===== config.mk =====
export PLATFORM = sky130hd
export DESIGN_NAME = pss_power_state_sequencer
export DESIGN_NICKNAME = d
export VERILOG_FILES = /design/src/design/pss_pkg.sv /design/src/design/pss_seq_if.sv /design/src/design/pss_seq_engine.sv /design/src/design/pss_power_state_sequencer.sv
export VERILOG_INCLUDE_DIRS = /design/src /design/src/design
export SDC_FILE = /design/constraint.sdc
export NUM_CORES = 1
export LEC_CHECK = 0
export BUFFER_PORTS_ARGS = -buffer_cell sky130_fd_sc_hd__buf_2
export CAP_MARGIN = 20
export CORE_ASPECT_RATIO = 1.1
export CORE_MARGIN = 5
export CORE_UTILIZATION = 50
export CTS_BUF_LIST = sky130_fd_sc_hd__clkbuf_4 sky130_fd_sc_hd__clkbuf_8
export CTS_CLUSTER_DIAMETER = 50
export DETAILED_ROUTE_END_ITERATION = 10
export GPL_TIMING_DRIVEN = 0
export PLACE_DENSITY = 0.81
export SYNTH_ARGS = -nofsm -noshare
export SYNTH_HDL_FRONTEND = slang
export SYNTH_SLANG_ARGS = --single-unit

===== constraint.sdc =====
create_clock -name clk -period 2.3 [get_ports clk]
set_clock_uncertainty 0.2 [all_clocks]
set_input_delay 0.345 -clock clk [delete_from_list [all_inputs] [get_ports clk]]
set_output_delay 0.345 -clock clk [all_outputs]
set_load 0.005 [all_outputs]

===== src/design/pss_consts.svh =====
// constants of the power state sequencer: timing, resource file, sequence store
// assumes inclusion by bare name from the package and the design modules
`ifndef PSS_CONSTS_SVH
`define PSS_CONSTS_SVH

// timing
`define PSS_CLK_HZ 250000000
`define PSS_RC_HZ 32768
`define PSS_TICK_CYCLES (`PSS_CLK_HZ / `PSS_RC_HZ)
`define PSS_TICK_W 13
`define PSS_HW_INIT_TICKS 3'h4
`define PSS_HW_CNT_W 3

// resource register file
`define PSS_NUM_RES 8
`define PSS_RES_AW 3
`define PSS_RES_DW 8
`define PSS_RES_ON_BIT 0
`define PSS_LINK_SHIFT 4
`define PSS_RES_DEFAULTS 64'h0000_1000_0000_0000

// sequence step: {last, io rail mark, address, data}
`define PSS_STEP_W 13
`define PSS_STEP_LAST 12
`define PSS_STEP_IO 11
`define PSS_STEP_ADDR_HI 10
`define PSS_STEP_ADDR_LO 8
`define PSS_STEP_DATA_HI 7
`define PSS_IDX_W 4
`define PSS_ROM_DEPTH 12
`define PSS_IDX_ONE 4'h1

// sequence start addresses
`define PSS_START_OFF_TO_ACTIVE 4'h0
`define PSS_START_ACTIVE_TO_OFF 4'h4
`define PSS_START_ACTIVE_TO_SLEEP 4'h8
`define PSS_START_SLEEP_TO_ACTIVE 4'hA
`define PSS_START_SLEEP_TO_OFF 4'h4

// one-time-programmed sequence contents
`define PSS_ROM_0 13'h0001
`define PSS_ROM_1 13'h0101
`define PSS_ROM_2 13'h0A01
`define PSS_ROM_3 13'h1301
`define PSS_ROM_4 13'h0300
`define PSS_ROM_5 13'h0200
`define PSS_ROM_6 13'h0100
`define PSS_ROM_7 13'h1000
`define PSS_ROM_8 13'h0303
`define PSS_ROM_9 13'h1100
`define PSS_ROM_10 13'h0101
`define PSS_ROM_11 13'h1301

`endif


===== src/design/pss_pkg.sv =====
// types shared by the power state sequencer modules
// assumes pss_consts.svh on the include path
`include "pss_consts.svh"

package pss_pkg;

  typedef enum logic [2:0] {
    ps_no_supply, ps_backup, ps_hw_init, ps_off, ps_active, ps_sleep, ps_seq
  } pss_pstate_t;

  typedef enum logic [2:0] {
    off_to_active_seq, active_to_off_seq, active_to_sleep_seq,
    sleep_to_active_seq, sleep_to_off_seq
  } pss_seq_t;

  typedef enum logic [1:0] {
    pol_skip, pol_continue, pol_stop_io, pol_halt
  } pss_policy_t;

  typedef enum logic [1:0] {
    eng_idle, eng_check, eng_run
  } pss_eng_t;

  typedef logic [`PSS_STEP_W-1:0] pss_step_t;

endpackage


===== src/design/pss_seq_if.sv =====
// link between the power state machine and the sequence engine
// assumes one clock domain; ctrl is the state machine, eng the engine
`include "pss_consts.svh"

interface pss_seq_if;
  import pss_pkg::*;
  logic start;
  pss_seq_t seq_sel;
  pss_policy_t policy;
  logic tick;
  logic abort;
  pss_step_t otp_ref;
  logic busy;
  logic done;
  logic halted;
  logic wr_en;
  logic [`PSS_RES_AW-1:0] wr_addr;
  logic [`PSS_RES_DW-1:0] wr_data;
  logic crc_err;

  modport ctrl (
    output start, seq_sel, policy, tick, abort, otp_ref,
    input busy, done, halted, wr_en, wr_addr, wr_data, crc_err
  );
  modport eng (
    input start, seq_sel, policy, tick, abort, otp_ref,
    output busy, done, halted, wr_en, wr_addr, wr_data, crc_err
  );
endinterface


===== src/design/pss_seq_engine.sv =====
// sequence engine: integrity check, then one stored register access per rc tick
// assumes start is a one-cycle pulse given only while idle
`include "pss_consts.svh"

module pss_seq_engine
  import pss_pkg::*;
(
  // clock and reset
  input wire logic clk,
  input wire logic reset_n,
  // state machine side
  pss_seq_if.eng sq
);

  pss_eng_t st_q, st_d;
  logic [`PSS_IDX_W-1:0] idx_q, idx_d;
  logic stop_q, stop_d;
  logic done_q, done_d;
  logic halted_q, halted_d;
  logic wr_en_q, wr_en_d;
  logic [`PSS_RES_AW-1:0] addr_q, addr_d;
  logic [`PSS_RES_DW-1:0] data_q, data_d;
  logic crc_q, crc_d;
  pss_step_t step;

  // contents are constants, so run time can never alter a sequence
  function automatic pss_step_t pss_rom(input logic [`PSS_IDX_W-1:0] i);
    case (i)
      4'h0: pss_rom = `PSS_ROM_0;
      4'h1: pss_rom = `PSS_ROM_1;
      4'h2: pss_rom = `PSS_ROM_2;
      4'h3: pss_rom = `PSS_ROM_3;
      4'h4: pss_rom = `PSS_ROM_4;
      4'h5: pss_rom = `PSS_ROM_5;
      4'h6: pss_rom = `PSS_ROM_6;
      4'h7: pss_rom = `PSS_ROM_7;
      4'h8: pss_rom = `PSS_ROM_8;
      4'h9: pss_rom = `PSS_ROM_9;
      4'hA: pss_rom = `PSS_ROM_10;
      4'hB: pss_rom = `PSS_ROM_11;
      default: pss_rom = '0;
    endcase
  endfunction

  function automatic pss_step_t pss_rom_sum();
    pss_step_t s;
    s = '0;
    for (int i = 0; i < `PSS_ROM_DEPTH; i++) begin
      s = s ^ pss_rom(i[`PSS_IDX_W-1:0]);
    end
    return s;
  endfunction

  function automatic logic [`PSS_IDX_W-1:0] pss_seq_start(input pss_seq_t s);
    unique case (s)
      off_to_active_seq: return `PSS_START_OFF_TO_ACTIVE;
      active_to_off_seq: return `PSS_START_ACTIVE_TO_OFF;
      active_to_sleep_seq: return `PSS_START_ACTIVE_TO_SLEEP;
      sleep_to_active_seq: return `PSS_START_SLEEP_TO_ACTIVE;
      sleep_to_off_seq: return `PSS_START_SLEEP_TO_OFF;
    endcase
  endfunction

  assign step = pss_rom(idx_q);

  always_comb begin
    st_d = st_q;
    idx_d = idx_q;
    stop_d = stop_q;
    done_d = 1'b0;
    halted_d = halted_q;
    wr_en_d = 1'b0;
    addr_d = addr_q;
    data_d = data_q;
    crc_d = 1'b0;
    unique case (st_q)
      eng_idle: begin
        if (sq.start) begin
          idx_d = pss_seq_start(sq.seq_sel);
          stop_d = 1'b0;
          halted_d = 1'b0;
          if (sq.seq_sel == off_to_active_seq && sq.policy != pol_skip) begin
            st_d = eng_check;
          end else begin
            st_d = eng_run;
          end
        end
      end
      eng_check: begin
        if (sq.tick) begin
          st_d = eng_run;
          if (pss_rom_sum() != sq.otp_ref) begin
            crc_d = 1'b1;
            if (sq.policy == pol_halt) begin
              done_d = 1'b1;
              halted_d = 1'b1;
              st_d = eng_idle;
            end
            stop_d = (sq.policy == pol_stop_io);
          end
        end
      end
      eng_run: begin
        if (sq.tick) begin
          wr_en_d = 1'b1;
          addr_d = step[`PSS_STEP_ADDR_HI:`PSS_STEP_ADDR_LO];
          data_d = step[`PSS_STEP_DATA_HI:0];
          if (step[`PSS_STEP_LAST] || (stop_q && step[`PSS_STEP_IO])) begin
            done_d = 1'b1;
            halted_d = stop_q;
            st_d = eng_idle;
          end else begin
            idx_d = idx_q + `PSS_IDX_ONE;
          end
        end
      end
    endcase
    // a supply drop ends the sequence at once; no further access may land
    if (sq.abort) begin
      st_d = eng_idle;
      wr_en_d = 1'b0;
      done_d = 1'b0;
    end
  end

  always_ff @(posedge clk or negedge reset_n) begin
    if (!reset_n) begin
      st_q <= eng_idle;
      idx_q <= '0;
      stop_q <= 1'b0;
      done_q <= 1'b0;
      halted_q <= 1'b0;
      wr_en_q <= 1'b0;
      addr_q <= '0;
      data_q <= '0;
      crc_q <= 1'b0;
    end else begin
      st_q <= st_d;
      idx_q <= idx_d;
      stop_q <= stop_d;
      done_q <= done_d;
      halted_q <= halted_d;
      wr_en_q <= wr_en_d;
      addr_q <= addr_d;
      data_q <= data_d;
      crc_q <= crc_d;
    end
  end

  assign sq.busy = (st_q != eng_idle);
  assign sq.done = done_q;
  assign sq.halted = halted_q;
  assign sq.wr_en = wr_en_q;
  assign sq.wr_addr = addr_q;
  assign sq.wr_data = data_q;
  assign sq.crc_err = crc_q;

endmodule // pss_seq_engine


===== src/design/pss_power_state_sequencer.sv =====
// power state sequencer: supply states, request arbitration, resource register file
// assumes all inputs synchronous to clk; request inputs are one-cycle pulses
//
// Functional notes
// - four request kinds drive five fixed sequences
// - unsequenced resources keep their stored defaults
// - resource state lives in host-writable register bits
// - arbitration orders pending requests before the machine
// - sequence chosen from supplies, temperature and request
// - engine fetches stored sequence and executes steps
// - supply below reset threshold means no supply
// - between reset and system-low thresholds means backup
// - above system-low without start-up means off
// - active only after start-up above system-high
// - sleep applies low-power settings, keeps linked subsystems
// - sequences do nothing in no-supply or backup
// - hardware finishes off entry, then hands over
// - only five transitions between off, active, sleep
// - steps are fixed register accesses, never modifiable
// - optional integrity check opens every power-up
// - policy: skip check, or check and continue
// - policy: stop at io rail, or halt
// - any integrity error raises the host flag
// - steps paced by the 32 kHz oscillator tick
// - off requests win, ungated, over sleep and wake
// - sleep only while no unmasked interrupt pending
// - wake only in sleep, to active or off
`include "pss_consts.svh"

module pss_power_state_sequencer
  import pss_pkg::*;
#(
  parameter int unsigned TICK_DIV = `PSS_TICK_CYCLES
) (
  // clock and reset
  input wire logic clk,
  input wire logic reset_n,
  // supply and temperature comparators
  input wire logic por_ok,
  input wire logic sys_lo_ok,
  input wire logic sys_hi_ok,
  input wire logic hot_die,
  // on-request gates
  input wire logic pwrdown_gate,
  input wire logic reset_in_gate,
  // requests
  input wire logic on_req,
  input wire logic off_req,
  input wire logic sleep_req,
  input wire logic wake_req,
  input wire logic wake_to_off,
  input wire logic irq_pending,
  // integrity check
  input wire pss_policy_t check_policy,
  input wire pss_step_t otp_check_ref,
  input wire logic irq_clear,
  // host register writes
  input wire logic host_wr_en,
  input wire logic [`PSS_RES_AW-1:0] host_wr_addr,
  input wire logic [`PSS_RES_DW-1:0] host_wr_data,
  // state and resources
  output pss_pstate_t power_state_q,
  output logic [`PSS_NUM_RES-1:0][`PSS_RES_DW-1:0] res_regs_q,
  output logic [`PSS_NUM_RES-1:0] sub_active_q,
  output logic always_on_rail_q,
  output logic seq_busy_q,
  output logic integrity_error_irq_q
);

  pss_seq_if sq();

  logic [`PSS_TICK_W-1:0] tick_cnt_q, tick_cnt_d;
  logic tick_q, tick_d;
  pss_pstate_t state_d;
  pss_seq_t seq_q, seq_d;
  logic start_q, start_d;
  logic [`PSS_HW_CNT_W-1:0] hw_cnt_q, hw_cnt_d;
  logic pend_on_q, pend_off_q, pend_sleep_q, pend_wake_q;
  logic pend_on_d, pend_off_d, pend_sleep_d, pend_wake_d;
  logic clr_on, clr_off, clr_sleep, clr_wake;
  logic [`PSS_NUM_RES-1:0][`PSS_RES_DW-1:0] res_d;
  logic [`PSS_NUM_RES-1:0] sub_d;
  logic irq_d;
  logic on_ok;

  function automatic pss_pstate_t pss_seq_target(input pss_seq_t s);
    unique case (s)
      off_to_active_seq, sleep_to_active_seq: return ps_active;
      active_to_sleep_seq: return ps_sleep;
      active_to_off_seq, sleep_to_off_seq: return ps_off;
    endcase
  endfunction

  // rc oscillator pacing as an enable; the divide is truncated, so the tick runs fast
  // by under one clock per period
  always_comb begin
    tick_cnt_d = tick_cnt_q + 1'b1;
    tick_d = 1'b0;
    if (tick_cnt_q == TICK_DIV[`PSS_TICK_W-1:0] - 1'b1) begin
      tick_cnt_d = '0;
      tick_d = 1'b1;
    end
  end

  always_ff @(posedge clk or negedge reset_n) begin
    if (!reset_n) begin
      tick_cnt_q <= '0;
      tick_q <= 1'b0;
    end else begin
      tick_cnt_q <= tick_cnt_d;
      tick_q <= tick_d;
    end
  end

  assign on_ok = sys_hi_ok && !hot_die && !pwrdown_gate && !reset_in_gate;

  always_comb begin
    state_d = power_state_q;
    seq_d = seq_q;
    start_d = 1'b0;
    hw_cnt_d = hw_cnt_q;
    clr_on = 1'b0;
    clr_off = 1'b0;
    clr_sleep = 1'b0;
    clr_wake = 1'b0;
    res_d = res_regs_q;
    unique case (power_state_q)
      ps_no_supply, ps_backup: begin
        res_d = `PSS_RES_DEFAULTS;
        hw_cnt_d = '0;
        state_d = ps_hw_init;
        {clr_on, clr_off, clr_sleep, clr_wake} = 4'hF;
      end
      ps_hw_init: begin
        // fixed hardware bring-up; the sequencer only takes over in off
        res_d = `PSS_RES_DEFAULTS;
        {clr_on, clr_off, clr_sleep, clr_wake} = 4'hF;
        if (tick_q) begin
          hw_cnt_d = hw_cnt_q + 1'b1;
          if (hw_cnt_q == `PSS_HW_INIT_TICKS) begin
            state_d = ps_off;
          end
        end
      end
      ps_off: begin
        {clr_off, clr_sleep, clr_wake} = 3'h7;
        if (pend_on_q) begin
          clr_on = 1'b1;
          if (on_ok) begin
            seq_d = off_to_active_seq;
            start_d = 1'b1;
            state_d = ps_seq;
          end
        end
      end
      ps_active: begin
        {clr_on, clr_wake} = 2'h3;
        if (pend_off_q) begin
          clr_off = 1'b1;
          seq_d = active_to_off_seq;
          start_d = 1'b1;
          state_d = ps_seq;
        end else if (pend_sleep_q) begin
          clr_sleep = 1'b1;
          if (!irq_pending) begin
            seq_d = active_to_sleep_seq;
            start_d = 1'b1;
            state_d = ps_seq;
          end
        end
      end
      ps_sleep: begin
        {clr_on, clr_sleep} = 2'h3;
        if (pend_off_q) begin
          clr_off = 1'b1;
          clr_wake = 1'b1;
          seq_d = sleep_to_off_seq;
          start_d = 1'b1;
          state_d = ps_seq;
        end else if (pend_wake_q) begin
          clr_wake = 1'b1;
          seq_d = wake_to_off ? sleep_to_off_seq : sleep_to_active_seq;
          start_d = 1'b1;
          state_d = ps_seq;
        end
      end
      ps_seq: begin
        // pending requests stay untouched until the sequence reports done
        if (sq.done) begin
          state_d = sq.halted ? ps_off : pss_seq_target(seq_q);
        end
      end
    endcase
    if (power_state_q != ps_no_supply && power_state_q != ps_backup
        && power_state_q != ps_hw_init) begin
      if (sq.wr_en) begin
        res_d[sq.wr_addr] = sq.wr_data;
      end else if (host_wr_en) begin
        res_d[host_wr_addr] = host_wr_data;
      end
    end
    if (!por_ok) begin
      state_d = ps_no_supply;
      start_d = 1'b0;
    end else if (!sys_lo_ok) begin
      state_d = ps_backup;
      start_d = 1'b0;
    end
  end

  // set wins over clear so a request in the consuming cycle survives
  assign pend_on_d = (pend_on_q & ~clr_on) | on_req;
  assign pend_off_d = (pend_off_q & ~clr_off) | off_req;
  assign pend_sleep_d = (pend_sleep_q & ~clr_sleep) | sleep_req;
  assign pend_wake_d = (pend_wake_q & ~clr_wake) | wake_req;
  assign irq_d = (integrity_error_irq_q & ~irq_clear) | sq.crc_err;

  always_comb begin
    for (int i = 0; i < `PSS_NUM_RES; i++) begin
      sub_d[i] = res_d[i][`PSS_RES_ON_BIT];
    end
    sub_d = sub_d | (sub_d << `PSS_LINK_SHIFT);
  end

  always_ff @(posedge clk or negedge reset_n) begin
    if (!reset_n) begin
      power_state_q <= ps_no_supply;
      seq_q <= off_to_active_seq;
      start_q <= 1'b0;
      hw_cnt_q <= '0;
      pend_on_q <= 1'b0;
      pend_off_q <= 1'b0;
      pend_sleep_q <= 1'b0;
      pend_wake_q <= 1'b0;
      res_regs_q <= `PSS_RES_DEFAULTS;
      sub_active_q <= '0;
      always_on_rail_q <= 1'b0;
      seq_busy_q <= 1'b0;
      integrity_error_irq_q <= 1'b0;
    end else begin
      power_state_q <= state_d;
      seq_q <= seq_d;
      start_q <= start_d;
      hw_cnt_q <= hw_cnt_d;
      pend_on_q <= pend_on_d;
      pend_off_q <= pend_off_d;
      pend_sleep_q <= pend_sleep_d;
      pend_wake_q <= pend_wake_d;
      res_regs_q <= res_d;
      sub_active_q <= sub_d;
      always_on_rail_q <= (state_d != ps_no_supply);
      seq_busy_q <= (state_d == ps_seq);
      integrity_error_irq_q <= irq_d;
    end
  end

  assign sq.start = start_q;
  assign sq.seq_sel = seq_q;
  assign sq.policy = check_policy;
  assign sq.tick = tick_q;
  assign sq.abort = !sys_lo_ok || !por_ok;
  assign sq.otp_ref = otp_check_ref;

  pss_seq_engine u_engine (
    .clk(clk),
    .reset_n(reset_n),
    .sq(sq)
  );
endmodule // pss_power_state_sequencer


### Word level (Yosys, flattened, before mapping)

Memory sizes are Yosys's and may differ from the RTL's.
Index checks and enable logic that the tools add are counted.

* bits in registers: 125
* latch bits: 0
* RAM bits: 0
* bits in read-only memories: 96
* input bits: 42
* logic and storage cells: 227
* memories: 1

Memories
* (name not given): depth 16, width 6, read ports 1, clocked after Yosys merged registers in 0, wr ports 0, RTL line pss_seq_engine.sv:28 `case (i)`

* add/sub/neg operators: 3
* $mul: 0
* div/mod/pow operators: 0
* $lt $le $gt $ge: 4
* equality and inequality tests: 37
* shift operators: 0
* multiplexer cells: 93
* bitwise gates (word level): 16
* reduce and logical (&&, ||, !) cells: 42

Operator list (number)
* 64-bit 2-to-1 mux: 4
* 64-bit bitwise mux: 2
* 3-bit 2-to-1 mux: 22
* 8-bit demux with 3-bit select: 2
* 1-bit 2-to-1 mux: 34
* 3-bit equality test (second input constant): 6
* 3-bit inequality test (second input constant): 6
* 3-bit one-hot mux with 3 select lines: 2
* 3-bit one-hot mux with 6 select lines: 1
* 2-bit 2-to-1 mux: 8
* 8-bit 2-to-1 mux: 2
* 4-bit one-hot mux with 4 select lines: 1
* 5-bit OR reduction: 3
* 2-bit inequality test (second input constant): 7
* 13-bit by 1-bit adder with 13-bit output (second input constant): 1
* 13-bit equality test (second input constant): 1
* 13-bit 2-to-1 mux: 1
* 12-bit by 13-bit inequality test with 1-bit output (first input constant): 1
* 3-bit by 2-bit equality test with 1-bit output (second input constant): 4
* 4-bit 2-to-1 mux: 3
* 1-bit one-hot mux with 2 select lines: 6
* 4-bit AND reduction: 3
* 6-bit AND reduction: 2
* 1-bit logical AND: 9
* 28 further kinds: 64

### Depth between registers and ports, before layout

Gate-level depths: netlist of run 1.

* depth after elaboration: 10
* mapped depth: 8
* depth with buffers taken out: 7

### Hierarchy

Synthesis of run 1 repeated with hierarchy kept, for this count alone.

* cells, all modules: 665
* area total of the unflattened synthesis: 6865.3 sq um

Modules (own cells, without submodules)
* pss_power_state_sequencer: times used 1, cells each 546, area an instance 5766.8 sq um, seq. area each 2478.6 sq um
* pss_seq_engine: times used 1, cells each 119, area an instance 1098.6 sq um, seq. area each 375.4 sq um

### Worst setup path after synthesis of run 1

Ideal clock, no wire load.

* kind: register to register
* start point: reg u_engine.idx_q[0]
* end point: reg u_engine.halted_q, in the netlist u_engine.sq.halted
* library setup time: 0.125 ns
* arrival time: 1.665 ns
* required time: 1.975 ns
* slack: 0.310 ns
* stages on the path, launching flop included: 8
* buffers on the path: 0
* period minus slack after synthesis: 1.990 ns
* path through: dfrtp_1 > ha_1 > ha_1 > nor2_1 > o22a_1 > a31o_2 > a21oi_1 > mux2_2

* longest elaborated chain between the ends: 5

RTL lines
* from (decl): RTL line pss_seq_engine.sv:16 `` logic [`PSS_IDX_W-1:0] idx_q, idx_d; ``
* from (signal assigned): RTL line pss_seq_engine.sv:139 `idx_q <= idx_d;`
* memory 16 x 6 bit (*)
* 1-bit logical AND: RTL line pss_seq_engine.sv:108 `` if (step[`PSS_STEP_LAST] || (stop_q && step[`PSS_STEP_IO])) begin ``
* 1-bit logical OR (*): RTL line pss_seq_engine.sv:108
* 2-bit by 1-bit inequality test with 1-bit output (no line) (*)
* 6-bit AND reduction (no line) (*)
* to (signal assigned): RTL line pss_seq_engine.sv:142 `halted_q <= halted_d;`
* to (decl): RTL line pss_seq_engine.sv:19 `logic halted_q, halted_d;`

Every way passes the cells marked *; elsewhere a longest branch is shown, timed or not.
A chain may end at the register's enable or synchronous reset.

### Final worst setup path of run 1

Ends and elaborated chain as after synthesis.

==> results of run 1 <==
worst paths after layout:
check | start | endpoint | cells past startpoint
setup / recovery | u_engine.idx_q[0]$_DFFE_PN0P_ | u_engine.sq.halted$_DFFE_PN0P_ | 7
hold / removal | check_policy[1] | u_engine.sq.done$_DFF_PN0_ | 3
setup reg to reg | u_engine.idx_q[0]$_DFFE_PN0P_ | u_engine.sq.halted$_DFFE_PN0P_ | 7
hold reg to reg | u_engine.sq.crc_err$_DFF_PN0_ | integrity_error_irq_q$_DFF_PN0_ | 1
max in group asynchronous | reset_n | sq.start$_DFF_PN0_ | 3
min in group asynchronous | reset_n | res_regs_q[60]$_DFF_PN0_ | 2
cell type report:
type                            instances  area [sq um]
Inverter                               25          93.8
Clock buffer                           17           234
Fill cell                             841          3800
Tap cell                              143           179
Multi-Input combinational cell        363          2280
Buffer                                 36           176
Sequential cell                       114          2850
Timing Repair Buffer                  118           656
Clock inverter                         15           210
what timing repair did:
item	in CTS	in global routing
gates resized for setup	0	2
endpoints found under the hold margin	53	0
setup endpoints to repair	0	52
hold buffers	8	0
metrics by stage:
| step | power, mW | hold WS [ps] | setup slack (ps) | setup TNS, ps | util (%) |
|---|---|---|---|---|---|
| 3_3_place_gp | 2.28 | 236 | -559 | -62370 | 58.4 |
| 6_report | 4.33 | 74.1 | 117 | 0 | 63.7 |
| 5_1_grt | 4.47 | 88.4 | 43.1 | 0 | 63.7 |
| 2_1_floorplan | 2.18 | -151 | 310 | 0 | - |
| 4_1_cts | 4.34 | 58.8 | 10.1 | 0 | 63.7 |
| 3_5_place_dp | 2.30 | 199 | -7.16 | -7.16 | 58.7 |
critical path, stage by stage, from the launching register on:
cell and delay, ps:
dfrtp_1 440, ha_1 230, ha_1 170, nor2_1 50, o22a_1 230, a31o_2 280, a21oi_1 140, mux2_2 340
Yosys cell counts (2+ instances only):
cell	count
a2111oi_0	2
a21boi_0	2
a21o_1	2
a21oi_1	32
a31o_2	5
a31oi_1	10
a32o_1	2
and2_0	2
and2_1	3
and3_1	3
and3b_1	2
buf_1	3
buf_2	5
buf_4	5
buf_6	2
clkbuf_1	21
dfrtp_1	113
ha_1	14
inv_1	25
mux2_2	3
mux2i_1	34
nand2_1	48
nand2b_1	6
nand3_1	37
nand3b_1	4
nand4_1	7
nor2_1	61
nor2b_1	8
nor3_1	4
nor3b_1	4
nor4_1	4
o211ai_1	2
o21ai_0	18
o221ai_1	8
or2_1	2
or2_2	3
or3b_1	2
xnor2_1	4
xor2_1	8
power by group:
group	total, mW	internal [mW]	switching (mW)
sequential	2.03	2.02	0.0143
combinational	0.239	0.0890	0.150
clock	2.06	1.19	0.865
total	4.33	3.30	1.03
per-layer routing:
metal / global-route usage, % / vias up
met3: 4.76 / 18
met1: 26.9 / 2242
li1: - / 2135
met5: 0 / -
met4: 6.71 / 0
met2: 37.1 / 157
kinds of logic (layout without fill, tap and decap cells):
group / Yosys count / after routing / synth area share, %
AO/OA/AOI/OAI: 93 / 93 / 11.1
multiplexers: 37 / 37 / 6.92
AND/OR/NAND/NOR: 207 / 207 / 19.0
buffers and inverters: 61 / 211 / 4.98
XOR/XNOR: 12 / 12 / 1.94
adder cells (fa/ha/maj): 14 / 14 / 3.24
flip-flops: 114 / 114 / 52.8
state kept, by name, indices dropped and copies added, names as in the netlist, 2 cells and up:
name,count
u_engine.st_q,2
power_state_q,3
res_regs_q,60
u_engine.idx_q,4
tick_cnt_q,13
u_engine.sq.wr_addr,2
seq_q,3
u_engine.sq.wr_data,2
sub_active_q,8
hw_cnt_q,3
==> metrics list, run 1 <==
- Clk_lat worst skew: 420 ps
* Biggest area contributors in the synthesized netlist: dfrtp_1 (52%), mux2i_1 (6.3%), nor2_1 (4.2%)
* Clock-pin slew on the worst setup and hold paths: approximately 70 ps
* Fraction of synthesized cell area taken by the top area cell type: 52.3%
* Total number of vias: ~4600
- In the global route stage, overall resource usage came out at 21.6%.
- Placed wire-length estimate after detailed placement: just under 10 mm
* Starting density of the core: 51.5%
* Largest fanout of any net on the critical path: 6
- The die is 109 um wide.
- During placement, the flow inserted port buffers numbering between 100 and 150.
- Standard cell core area: 10500 sq um
- Category of the critical setup timing path: reg -> reg
- Counting flops and latches in the post-synthesis netlist gives between 100 and 150.
* Number of cells in the finished layout apart from fillers: approximately 830
* Final GP Congestion: 0.852
- Number of top-level design ports: 120
* Via count of the first global-routing pass: 4577
- For the finished layout, the period the worst path requires is 2180 ps.
* Met3 WL: between 700 and 800 um
- Fmax: 0.458 GHz
- In this run the power density over the cells is 647 nW/um^2.
- Sort of element at the end of the critical path: flop
- Commonest cells after routing, fill and taps aside: buf_2 (113), dfrtp_1 (113), nor2_1 (61)
- The flow ran to the end, and the final reports show no timing, DRC or antenna violations.
* Top layer reached by signal wires: met4
- Number of nets in the final layout: between 700 and 800
* Number of maximum-capacitance violations: 0
- Final ANT Viol Nets: 0
- Post-synth EDFFs: 0
- For this run, the number of Yosys warnings is 0.
- Die area: 13000 sq um
- Netlist cell types: 57
- Summing every instance area after synthesis gives between 5000 and 6000 sq um.
- Final routed DRC violation total: 0
* Number of detailed-route iterations in the first pass: 4
- Entering global routing, the biggest net connects between 60 and 70 pins.
- After detailed routing, the wire length on met1 is between 5 and 6 mm.
- Leakage power: about 3.2 nW
* Final setup violation count: 0
- In the synthesized netlist, the number of instances is approximately 540.
- In this run, CTS created clock tree buffers numbering 17.
* VDD IR-drop max: roughly 0.00041 V
* Top cell type by total area after synthesis: dfrtp_1
- Standard-cell row count: 39
- In this run the worst hold path is classified as in -> reg.
* Share of synthesized registers carrying an async set or reset: 100%
* Antenna diode count: 0
* Final hold violation count: 0
- With fillers left out, the area of the finished cells amounts to 6690 sq um.
- Kind of launch point of the worst setup path: flop
- In this run, the number of DRC markers left after iteration 0 of detailed routing was 307.
* Via density: 5.48
- Maximum clock insertion buffer count: 2
- Summed over all nets, wire length on met2 after detailed routing comes to 6.97 mm.
- The setup check on the worst reg-to-reg path leaves a slack of 120 ps.
- Aggregate routed wire length: 13.5 mm
- Placed cell count: 791
- RSZ-0062 raised after global routing: no
- In the synthesized netlist the dominant register cell turns out to be dfrtp_1.
- Tcrit/Tclk final: 94.9%
- The total overflow left after global routing is 0.
- CTS built an H-tree with a depth of 4.
- The die is 119 um tall.
- Number of slew-limit violations in the final report: 0
* Wirelength per Cell: 16.2 um
* Required time of the worst setup path: 2410 ps
* Arrival time of data at the critical path endpoint: 2300 ps
- Max-Slew Margin vs Limit: 52.2%
* CTS tree: done
- Post-CTS Setup Repair Bufs: 0
- Wire length of the first global-routing pass: ~22 mm
- The number of nets handed over by synthesis was 594.
- Avg Inst Size Synth: 10.0 sq um
- Transition time at the pin with the least slew margin: 711 ps
* Instance area at placement: 6160 sq um
- The area growth from synthesis to layout is 23.7%.
* Antenna violations before repair: 0
- Of the cells placed in the final design, the portion with a size suffix greater than 1 is 25.3%.
* Fraction of the yosys area taken by sequential cells: around 53%
* Clock net sink count: 114
- The root buffer cell chosen for the clock tree is clkbuf_8.
(Power assumes the default switching activity.)
==> run 2: changes to the inputs <==
--- a/config.mk
+++ b/config.mk
@@ -15,7 +15,8 @@
 export CTS_CLUSTER_DIAMETER = 50
 export DETAILED_ROUTE_END_ITERATION = 10
 export GPL_TIMING_DRIVEN = 0
-export PLACE_DENSITY = 0.81
+export PLACE_DENSITY = 0.79
 export SYNTH_ARGS = -nofsm -noshare
 export SYNTH_HDL_FRONTEND = slang
+export SYNTH_HIERARCHICAL = 1
 export SYNTH_SLANG_ARGS = --single-unit
==> run 2 against run 1 <==
  * Wire length is 37% higher
  * Clock-buffer cell count grew 6
  * Cell count grew 22%
  * Global-route usage is 1.7 points higher
  * Clock power about the same
  * Combinational power grew 52%
  * First-iteration DRC count rose by 52%
  * Sequential share of layout area is 8.0 points lower
  * Non-clock buffer count up 32
  * Core utilization decreased by 3.4 points
  * Register-to-register slack about the same
  * Via count rose by 28%
==> metrics list, run 2 <==
- Dividing total power by cell area gives a power density of 542 nW/um^2.
- Worst stage delay on the critical path: between 400 and 500 ps
- After synthesis the cells add up to 6870 sq um.
- Final routed DRC violation total: 0
- P&R area growth vs syn: 19.8%
- The die covers 16200 sq um.
- Counting flops with a built-in enable in the synthesized netlist gives 0.
- Before antenna repair, the detailed router went through 5 iterations.
- Of the total synthesized cell area, the portion taken by AND, OR, NAND and NOR gates is 15.8%.
- Total Routing Usage GR: 23.3%
- Antenna diode count: 0
- Summed over all cells, the static leakage comes to 4.03 nW.
* Most instantiated cells after synthesis: dfrtp_1 (113), a211oi_1 (89), mux2i_1 (80)
- Pre-CTS worst setup slack: 93.9 ps
* Result of the run: finished, final reports clean
* Transition time at the pin with the least slew margin: 617 ps
- The register with the most flip-flops in the layout has 60 of them.
* GRT Residual Overflow: 0
- Of the cells placed in the final design, the portion with a size suffix greater than 1 is 28.2%.
- Yosys printed 6 warnings.
- The critical path contains buffers and inverters numbering 0 combined.
- Fraction of synthesized cell area taken by the top area cell type: 41.2%
- Number of cells produced by synthesis: 665
- After synthesis, the netlist uses 65 different library cells.
* Most common cell type on the critical path: ha_1
- At the worst endpoint, the arrival time is 2320 ps.
- Clock net sink count: 114
- Entering global routing, the biggest net connects 74 pins.
- Master cell of the clock root buffer: clkbuf_8
- Sort of element at the end of the critical path: flop
- Total power for the finished layout comes to about 4.5 mW.
* Required time of the worst setup path: 2430 ps
- Number of slew-limit violations in the final report: 0
- More flip-flops sit in one register than any other, and that register is res_regs_q.
* Crit path setup slack, layout: approximately 120 ps
- The first global-routing pass estimated 29.9 mm of wire.
- Counting along the longest clock path gives a buffer depth of 2.
* Fraction of the yosys area taken by sequential cells: ~42%
- Min Tclk post-route: 2180 ps
- The worst hold path belongs to the class in -> reg.
- Final setup violation count: 0
* Fmax: 0.458 GHz
* Count of H-tree levels built during CTS: 4
* Final GP Congestion: around 0.84
- Final ANT Viol Nets: 0
* Number of maximum-capacitance violations: 0
- Of all nets on the critical path, the largest fanout is 6.
* Predominant post-synthesis flop cell: dfrtp_1
- Multiplexer cells account for 17.5% of the synthesized area.
- The initial antenna violation count was 0.
- Number of top-level design ports: 120
* Violation count after the first detailed-routing iteration: 466
- Kind of launch point of the worst setup path: flop
- Clk_lat worst skew: between 400 and 500 ps
- Xor/xnor share of the synthesized area: 1.40%
- The largest total area in the synthesized netlist belongs to dfrtp_1.
- After detailed routing, the average wire length per cell comes to ~18 um.
- DIE WIDTH: 122 um
- In the final layout, the registers with the most flip-flops are res_regs_q x60, tick_cnt_q x13, sub_active_q x8.
- Starting density of the core: 50.4%
- The hold violation total from the final report came to 0.
- VDD IR-drop max: 0.000386 V
* RSZ-0062 raised after global routing: no
- Critical-path cell with the highest stage delay: dfrtp_1
* Commonest cells after routing, fill and taps aside: buf_2 (123), dfrtp_1 (113), a211oi_1 (89)
- Placed wire-length estimate after detailed placement: 12.9 mm
- Summing the areas of all fa, ha and maj instances in the mapped netlist gives 2.55% of the synthesized area.
* CTS tree: done
- Series of cell instances along the critical path: ha_1 -> ha_1 -> o21bai_2 -> nand4b_1 -> a21oi_2 -> mux2_1
* Via density: ~5.8
- Register bit total from synthesis: 114
- In the final layout, flip-flops and latches occupy 2850 sq um.
* Post-CTS Setup Repair Bufs: 0
- Largest family of logic cells by synthesized area: multiplexers
- For this run, asynchronously set or reset flops after synthesis account for 100%.
* Max-Slew Margin vs Limit: 58.9%
* Standard cell core area: 13600 sq um
* Most frequent cell after synthesis: dfrtp_1
- By area the synthesized netlist is led by dfrtp_1 (41%), mux2i_1 (12%), a211oi_1 (9.7%).
- Dividing the final minimum period by the clock period gives 95.0%.
* Standard-cell row count: 45
* Avg Inst Size Synth: 10.3 sq um
- Multi-input logic area: between 3000 and 4000 sq um
- The final layout contains routed wiring with a total length of 18.5 mm.
- Most frequent standard cell in the layout excluding fill and tap cells: buf_2
* Complex-gate fraction of the synthesized area: around 15%
- Height of the die: ~130 um
- The routed layout has 5814 vias.
- The number of global-route vias before repair was just under 6000.
- After filler insertion, the fill cell instance count of the layout stands at 1177.
- Clock-pin slew on the worst setup and hold paths: roughly 70 ps
- Category of the critical setup timing path: reg -> reg
- On the critical path the largest part of the delay comes from compound AO/OA/AOI/OAI gates.
- In the final design database the tool counted 866 nets.
- TritonCTS created 17 clock buffers.
- Port buffering added 112 buffers.
[run 2: cell types whose count changed after synthesis, sizes merged, moves of 8 or more]
cell,change
mux2,+32
o221ai,-8
inv,-9
nor2,-11
nand2,-24
o21ai,-9
mux2i,+46
clkbuf,+13
nor2b,+20
a211oi,+88
buf,+17
nand3,-30
a21oi,-20
[run 2: kinds of logic after synthesis]
logic type / count (synthesis)
AOI/OAI and AO/OA: 143
xor gates and xnor gates: 11
muxes: 115
adders and majority gates: 14
DFF: 114
and+or+nand+nor: 185
other: 1
buffers and inverters: 82
[run 2: worst paths after layout]
check                                         startpoint                              end  slack [ps]  cells past startpoint
max                        u_engine/idx_q[0]$_DFFE_PN0P_    u_engine/idx_q[1]$_DFFE_PN0P_         120                      6
min                                            sys_lo_ok       power_state_q[0]$_DFF_PN0_          40                      3
max reg2reg                u_engine/idx_q[0]$_DFFE_PN0P_    u_engine/idx_q[1]$_DFFE_PN0P_         120                      6
min reg2reg                u_engine/sq.crc_err$_DFF_PN0_  integrity_error_irq_q$_DFF_PN0_         230                      1
max in group asynchronous                        reset_n                sq.tick$_DFF_PN0_        1010                      3
min in group asynchronous                        reset_n         res_regs_q[43]$_DFF_PN0_         190                      2
[run 2: cell type report]
type,count,area share [%]
plain buffers,66,4.31
inverters,16,0.730
repair buffers,120,8.08
clock inverters,9,1.55
flip-flops and latches,114,34.7
clock buffers,23,3.70
well taps,188,2.86
multi-input cells,475,44.1
[run 2: stage by stage]
stage / setup TNS, ps / cells / cell area [sq um] / hold WS (ps) / utilization [%]
2_1_floorplan: 0 / 671 / 6890 / -151 / -
3_3_place_gp: -83320 / 971 / 7680 / 209 / 56.4
3_5_place_dp: 0 / 972 / 7720 / 89.7 / 56.6
4_1_cts: 0 / 1011 / 8220 / 17.2 / 60.3
5_1_grt: 0 / 1011 / 8220 / 45.2 / 60.3
6_report: 0 / 1011 / 8220 / 43.3 / 60.3
[run 2: metal layers]
metal / global-route usage (%) / vias to the layer above / share of wire, % / wire length, um
met5: 0 / - / 0 / 0
met4: 8.34 / 0 / 2.3 / 429
met3: 5.22 / 32 / 6.9 / 1280
met2: 38.1 / 260 / 48 / 8970
met1: 30.3 / 2808 / 42 / 7860
li1: - / 2714 / - / -
[run 2: what timing repair did]
action,CTS,global route
hold endpoints to repair,48,0
endpoints found under the setup margin,0,60
hold buffers,7,0
resized for setup,0,1
[run 2: tightest hold or removal path: cells and delay by family]
family / cells / cell delay [ps]
buffers and inverters: 1 / 110
AO/OA/AOI/OAI: 2 / 210
[run 2: power breakdown]
| group | total [mW] | internal (mW) | switching (mW) |
|---|---|---|---|
| Combinational | 0.364 | 0.151 | 0.213 |
| Clock | 2.04 | 1.20 | 0.837 |
| Sequential | 2.05 | 2.03 | 0.0245 |
==> run 3: changes to the inputs <==
--- a/config.mk
+++ b/config.mk
@@ -14,8 +14,8 @@
 export CTS_BUF_LIST = sky130_fd_sc_hd__clkbuf_4 sky130_fd_sc_hd__clkbuf_8
 export CTS_CLUSTER_DIAMETER = 50
 export DETAILED_ROUTE_END_ITERATION = 10
-export GPL_TIMING_DRIVEN = 0
 export PLACE_DENSITY = 0.79
+export REMOVE_ABC_BUFFERS = 1
 export SYNTH_ARGS = -nofsm -noshare
 export SYNTH_HDL_FRONTEND = slang
 export SYNTH_HIERARCHICAL = 1
==> run 3 against run 2 <==
  * The run now ends with slew limit left
  * Sequential share of layout area increased by 0.82 points
  * Maximum frequency increased by 1.5%
  * Non-clock buffer count decreased by 38
  * Combinational power decreased by 12%
  * Wire length decreased by 3.7%
  * Highest routed layer unchanged
  * Flip-flop and latch count unchanged
==> metrics list, run 3 (synthesis gave the netlist of run 2 again) <==
- The run finished, with violations left.
- The checks that failed: slew limit.
* Most common cell type on the critical path: ha_1
- Critical-path cell with the highest stage delay: dfrtp_1
* Final setup violation count: 0
- Path type of the worst min-delay path: in -> reg
- Once detail routing completed, the nets flagged for antenna violations numbered 0.
* Standard-cell row count: 45
- Violation count after the first detailed-routing iteration: 454
- For the worst setup path, the data arrival time is 2280 ps.
- Flip-flop count of the largest register after layout: 60
- P&R area growth vs syn: 17.2%
- The path with the worst hold slack has its endpoint at power_state_q[0]$_DFF_PN0_.
- The die is 133 um tall.
* Clock-pin slew on the worst setup and hold paths: around 60 ps
* Placed wire-length estimate after detailed placement: 12.5 mm
- The routed design could run at a clock period as short as 2150 ps.
- Number of detailed-route iterations in the first pass: 5
- Largest Register: res_regs_q
* Number of slew-limit violations in the final report: 9
- Worst stage delay on the critical path: 440 ps
* GRT Residual Overflow: 0
- After floorplanning, the core was sized to cover 13600 sq um.
- Crit path max-delay family: compound AO/OA/AOI/OAI gates
* Count of H-tree levels built during CTS: 4
* Required time of the worst setup path: 2420 ps
* Antenna violations before repair: 0
- Category of the critical setup timing path: reg -> reg
- Input and output buffers added on the ports amount to 119.
* Largest registers: res_regs_q x60, tick_cnt_q x13, sub_active_q x8
- VDD sags by at most 0.000308 V.
- Power Density: 508 nW/um^2
- Number of nets in the final layout: 828
- The worst hold path passes through 3 cells.
- End of the worst register-to-register path: u_engine/idx_q[1]$_DFFE_PN0P_
* Crit path setup slack, layout: 148 ps
- Die area: ~16000 sq um
- OpenSTA, run right after detailed placement, puts the worst setup slack at 180 ps.
- Startpoint of the lowest-slack hold path: sys_lo_ok
* Clk_lat worst skew: 450 ps
- CTS tree: done
- The number of setup buffers added after CTS is 0.
- Final hold slack: 62.1 ps
* Final hold violation count: 0
- Aggregate routed wire length: 17.8 mm
- Entering global routing, the biggest net connects slightly below 60 pins.
- The tree is rooted in a clkbuf_8.
- The congestion estimate from routability-driven global placement came to 0.874.
- Worst R2R Start: u_engine/idx_q[0]$_DFFE_PN0P_
- Number of maximum-capacitance violations: 0
- Maximum clock insertion buffer count: 2
- The clock drives approximately 110 sinks.
* Buffer and inverter count on the worst path: 0
- STA classifies the critical path endpoint as a flop.
- Antenna diode count: 0
- The first global-routing pass estimated 29.3 mm of wire.
* Leakage power: 3.95 nW
* Kind of launch point of the worst setup path: flop
- The critical path goes through ha_1 -> ha_1 -> o21bai_2 -> nand4b_1 -> a21oi_2 -> mux2_1.
- Commonest cells after routing, fill and taps aside: buf_2 (118), dfrtp_1 (112), a211oi_1 (89)
- TritonCTS buffer count: 17
- Via count of the first global-routing pass: 5829
- The library cell used most frequently in the layout, excluding fill and tap cells, is buf_2.
- The post-route netlist has 29.3% of its cells at a drive strength greater than 1.
- Max-Slew Margin vs Limit: -40.8%
* Final routed DRC violation total: 0
* Via density: 5.92
- Fill cells: 1168
* Register-to-register path setup slack: 150 ps
- Measured along the x axis, the die boundary spans approximately 120 um.
- Number of top-level design ports: 120
- For the final routed database, the setup TNS stands at 0 ps.
* Share of the core filled with cells: 59.0%
- Derived from the worst setup path, the maximum achievable clock frequency is roughly 0.46 GHz.
- Of all nets on the critical path, the largest fanout is 6.
* RSZ-0062 raised after global routing: no
- After detailed routing, the average wire length per cell comes to 18.4 um.
- Global routing used 22.7% of the available tracks.
* Cell depth of the worst flop-to-flop path: 6
* Transition time at the pin with the least slew margin: 2110 ps
* Starting density of the core: 50.4%
- Total number of vias: 5752
* Tcrit/Tclk final: 93.6%
[run 3: worst max path at each step]
stage	from	endpoint	slack, ps	depth (start not counted)
global placement	u_engine/idx_q[0]$_DFFE_PN0P_	u_engine/idx_q[1]$_DFFE_PN0P_	250	6
detailed placement	u_engine/idx_q[0]$_DFFE_PN0P_	u_engine/idx_q[1]$_DFFE_PN0P_	180	6
finish	u_engine/idx_q[0]$_DFFE_PN0P_	u_engine/idx_q[1]$_DFFE_PN0P_	150	6
global route	u_engine/idx_q[0]$_DFFE_PN0P_	u_engine/idx_q[1]$_DFFE_PN0P_	50	6
CTS	u_engine/idx_q[0]$_DFFE_PN0P_	u_engine/idx_q[1]$_DFFE_PN0P_	150	6
floorplan	power_state_q[0]$_DFF_PN0_	res_regs_q[62]$_DFF_PN0_	-1160	2
[run 3: area by class of cell]
class / count / area (sq um) / share of cell area, %
Inverter: 16 / 60.1 / 0.747
Clock inverter: 5 / 27.5 / 0.342
Tap cell: 188 / 235 / 2.92
Timing Repair Buffer: 148 / 896 / 11.1
Sequential cell: 114 / 2860 / 35.5
Multi-Input combinational cell: 475 / 3640 / 45.3
Clock buffer: 26 / 327 / 4.06
[run 3: tightest hold or removal path: stages]
cell	delay [ps]
buf_2	110
o2111ai_1	100
o21a_1	120
[run 3: through the flow]
step	instances	power [mW]	cell area, sq um
6_report	972	4.09	8040
5_1_grt	972	4.25	8040
4_1_cts	972	4.10	8040
3_5_place_dp	934	2.41	7620
3_3_place_gp	934	2.39	7620
2_1_floorplan	605	2.24	6530
[run 3: power breakdown]
group | total (mW) | switching [mW] | internal [mW] | leakage, nW
Clock | 1.70 | 0.796 | 0.905 | 0.190
Sequential | 2.07 | 0.0405 | 2.03 | 1.55
Combinational | 0.322 | 0.186 | 0.136 | 2.21
[run 3: timing repair]
action | CTS | global route
hold endpoints to repair | 39 | 0
gates resized for setup | 0 | 0
hold buffers | 7 | 0
endpoints found under the setup margin | 0 | 0
[run 3: layer usage]
layer | share of wire [%] | up-vias | global-route usage, %
met5 | 0 | - | 0
met4 | 2.9 | 0 | 8.97
met3 | 7.2 | 44 | 5.69
met2 | 48 | 245 | 36.7
met1 | 42 | 2823 | 29.1
li1 | - | 2640 | -
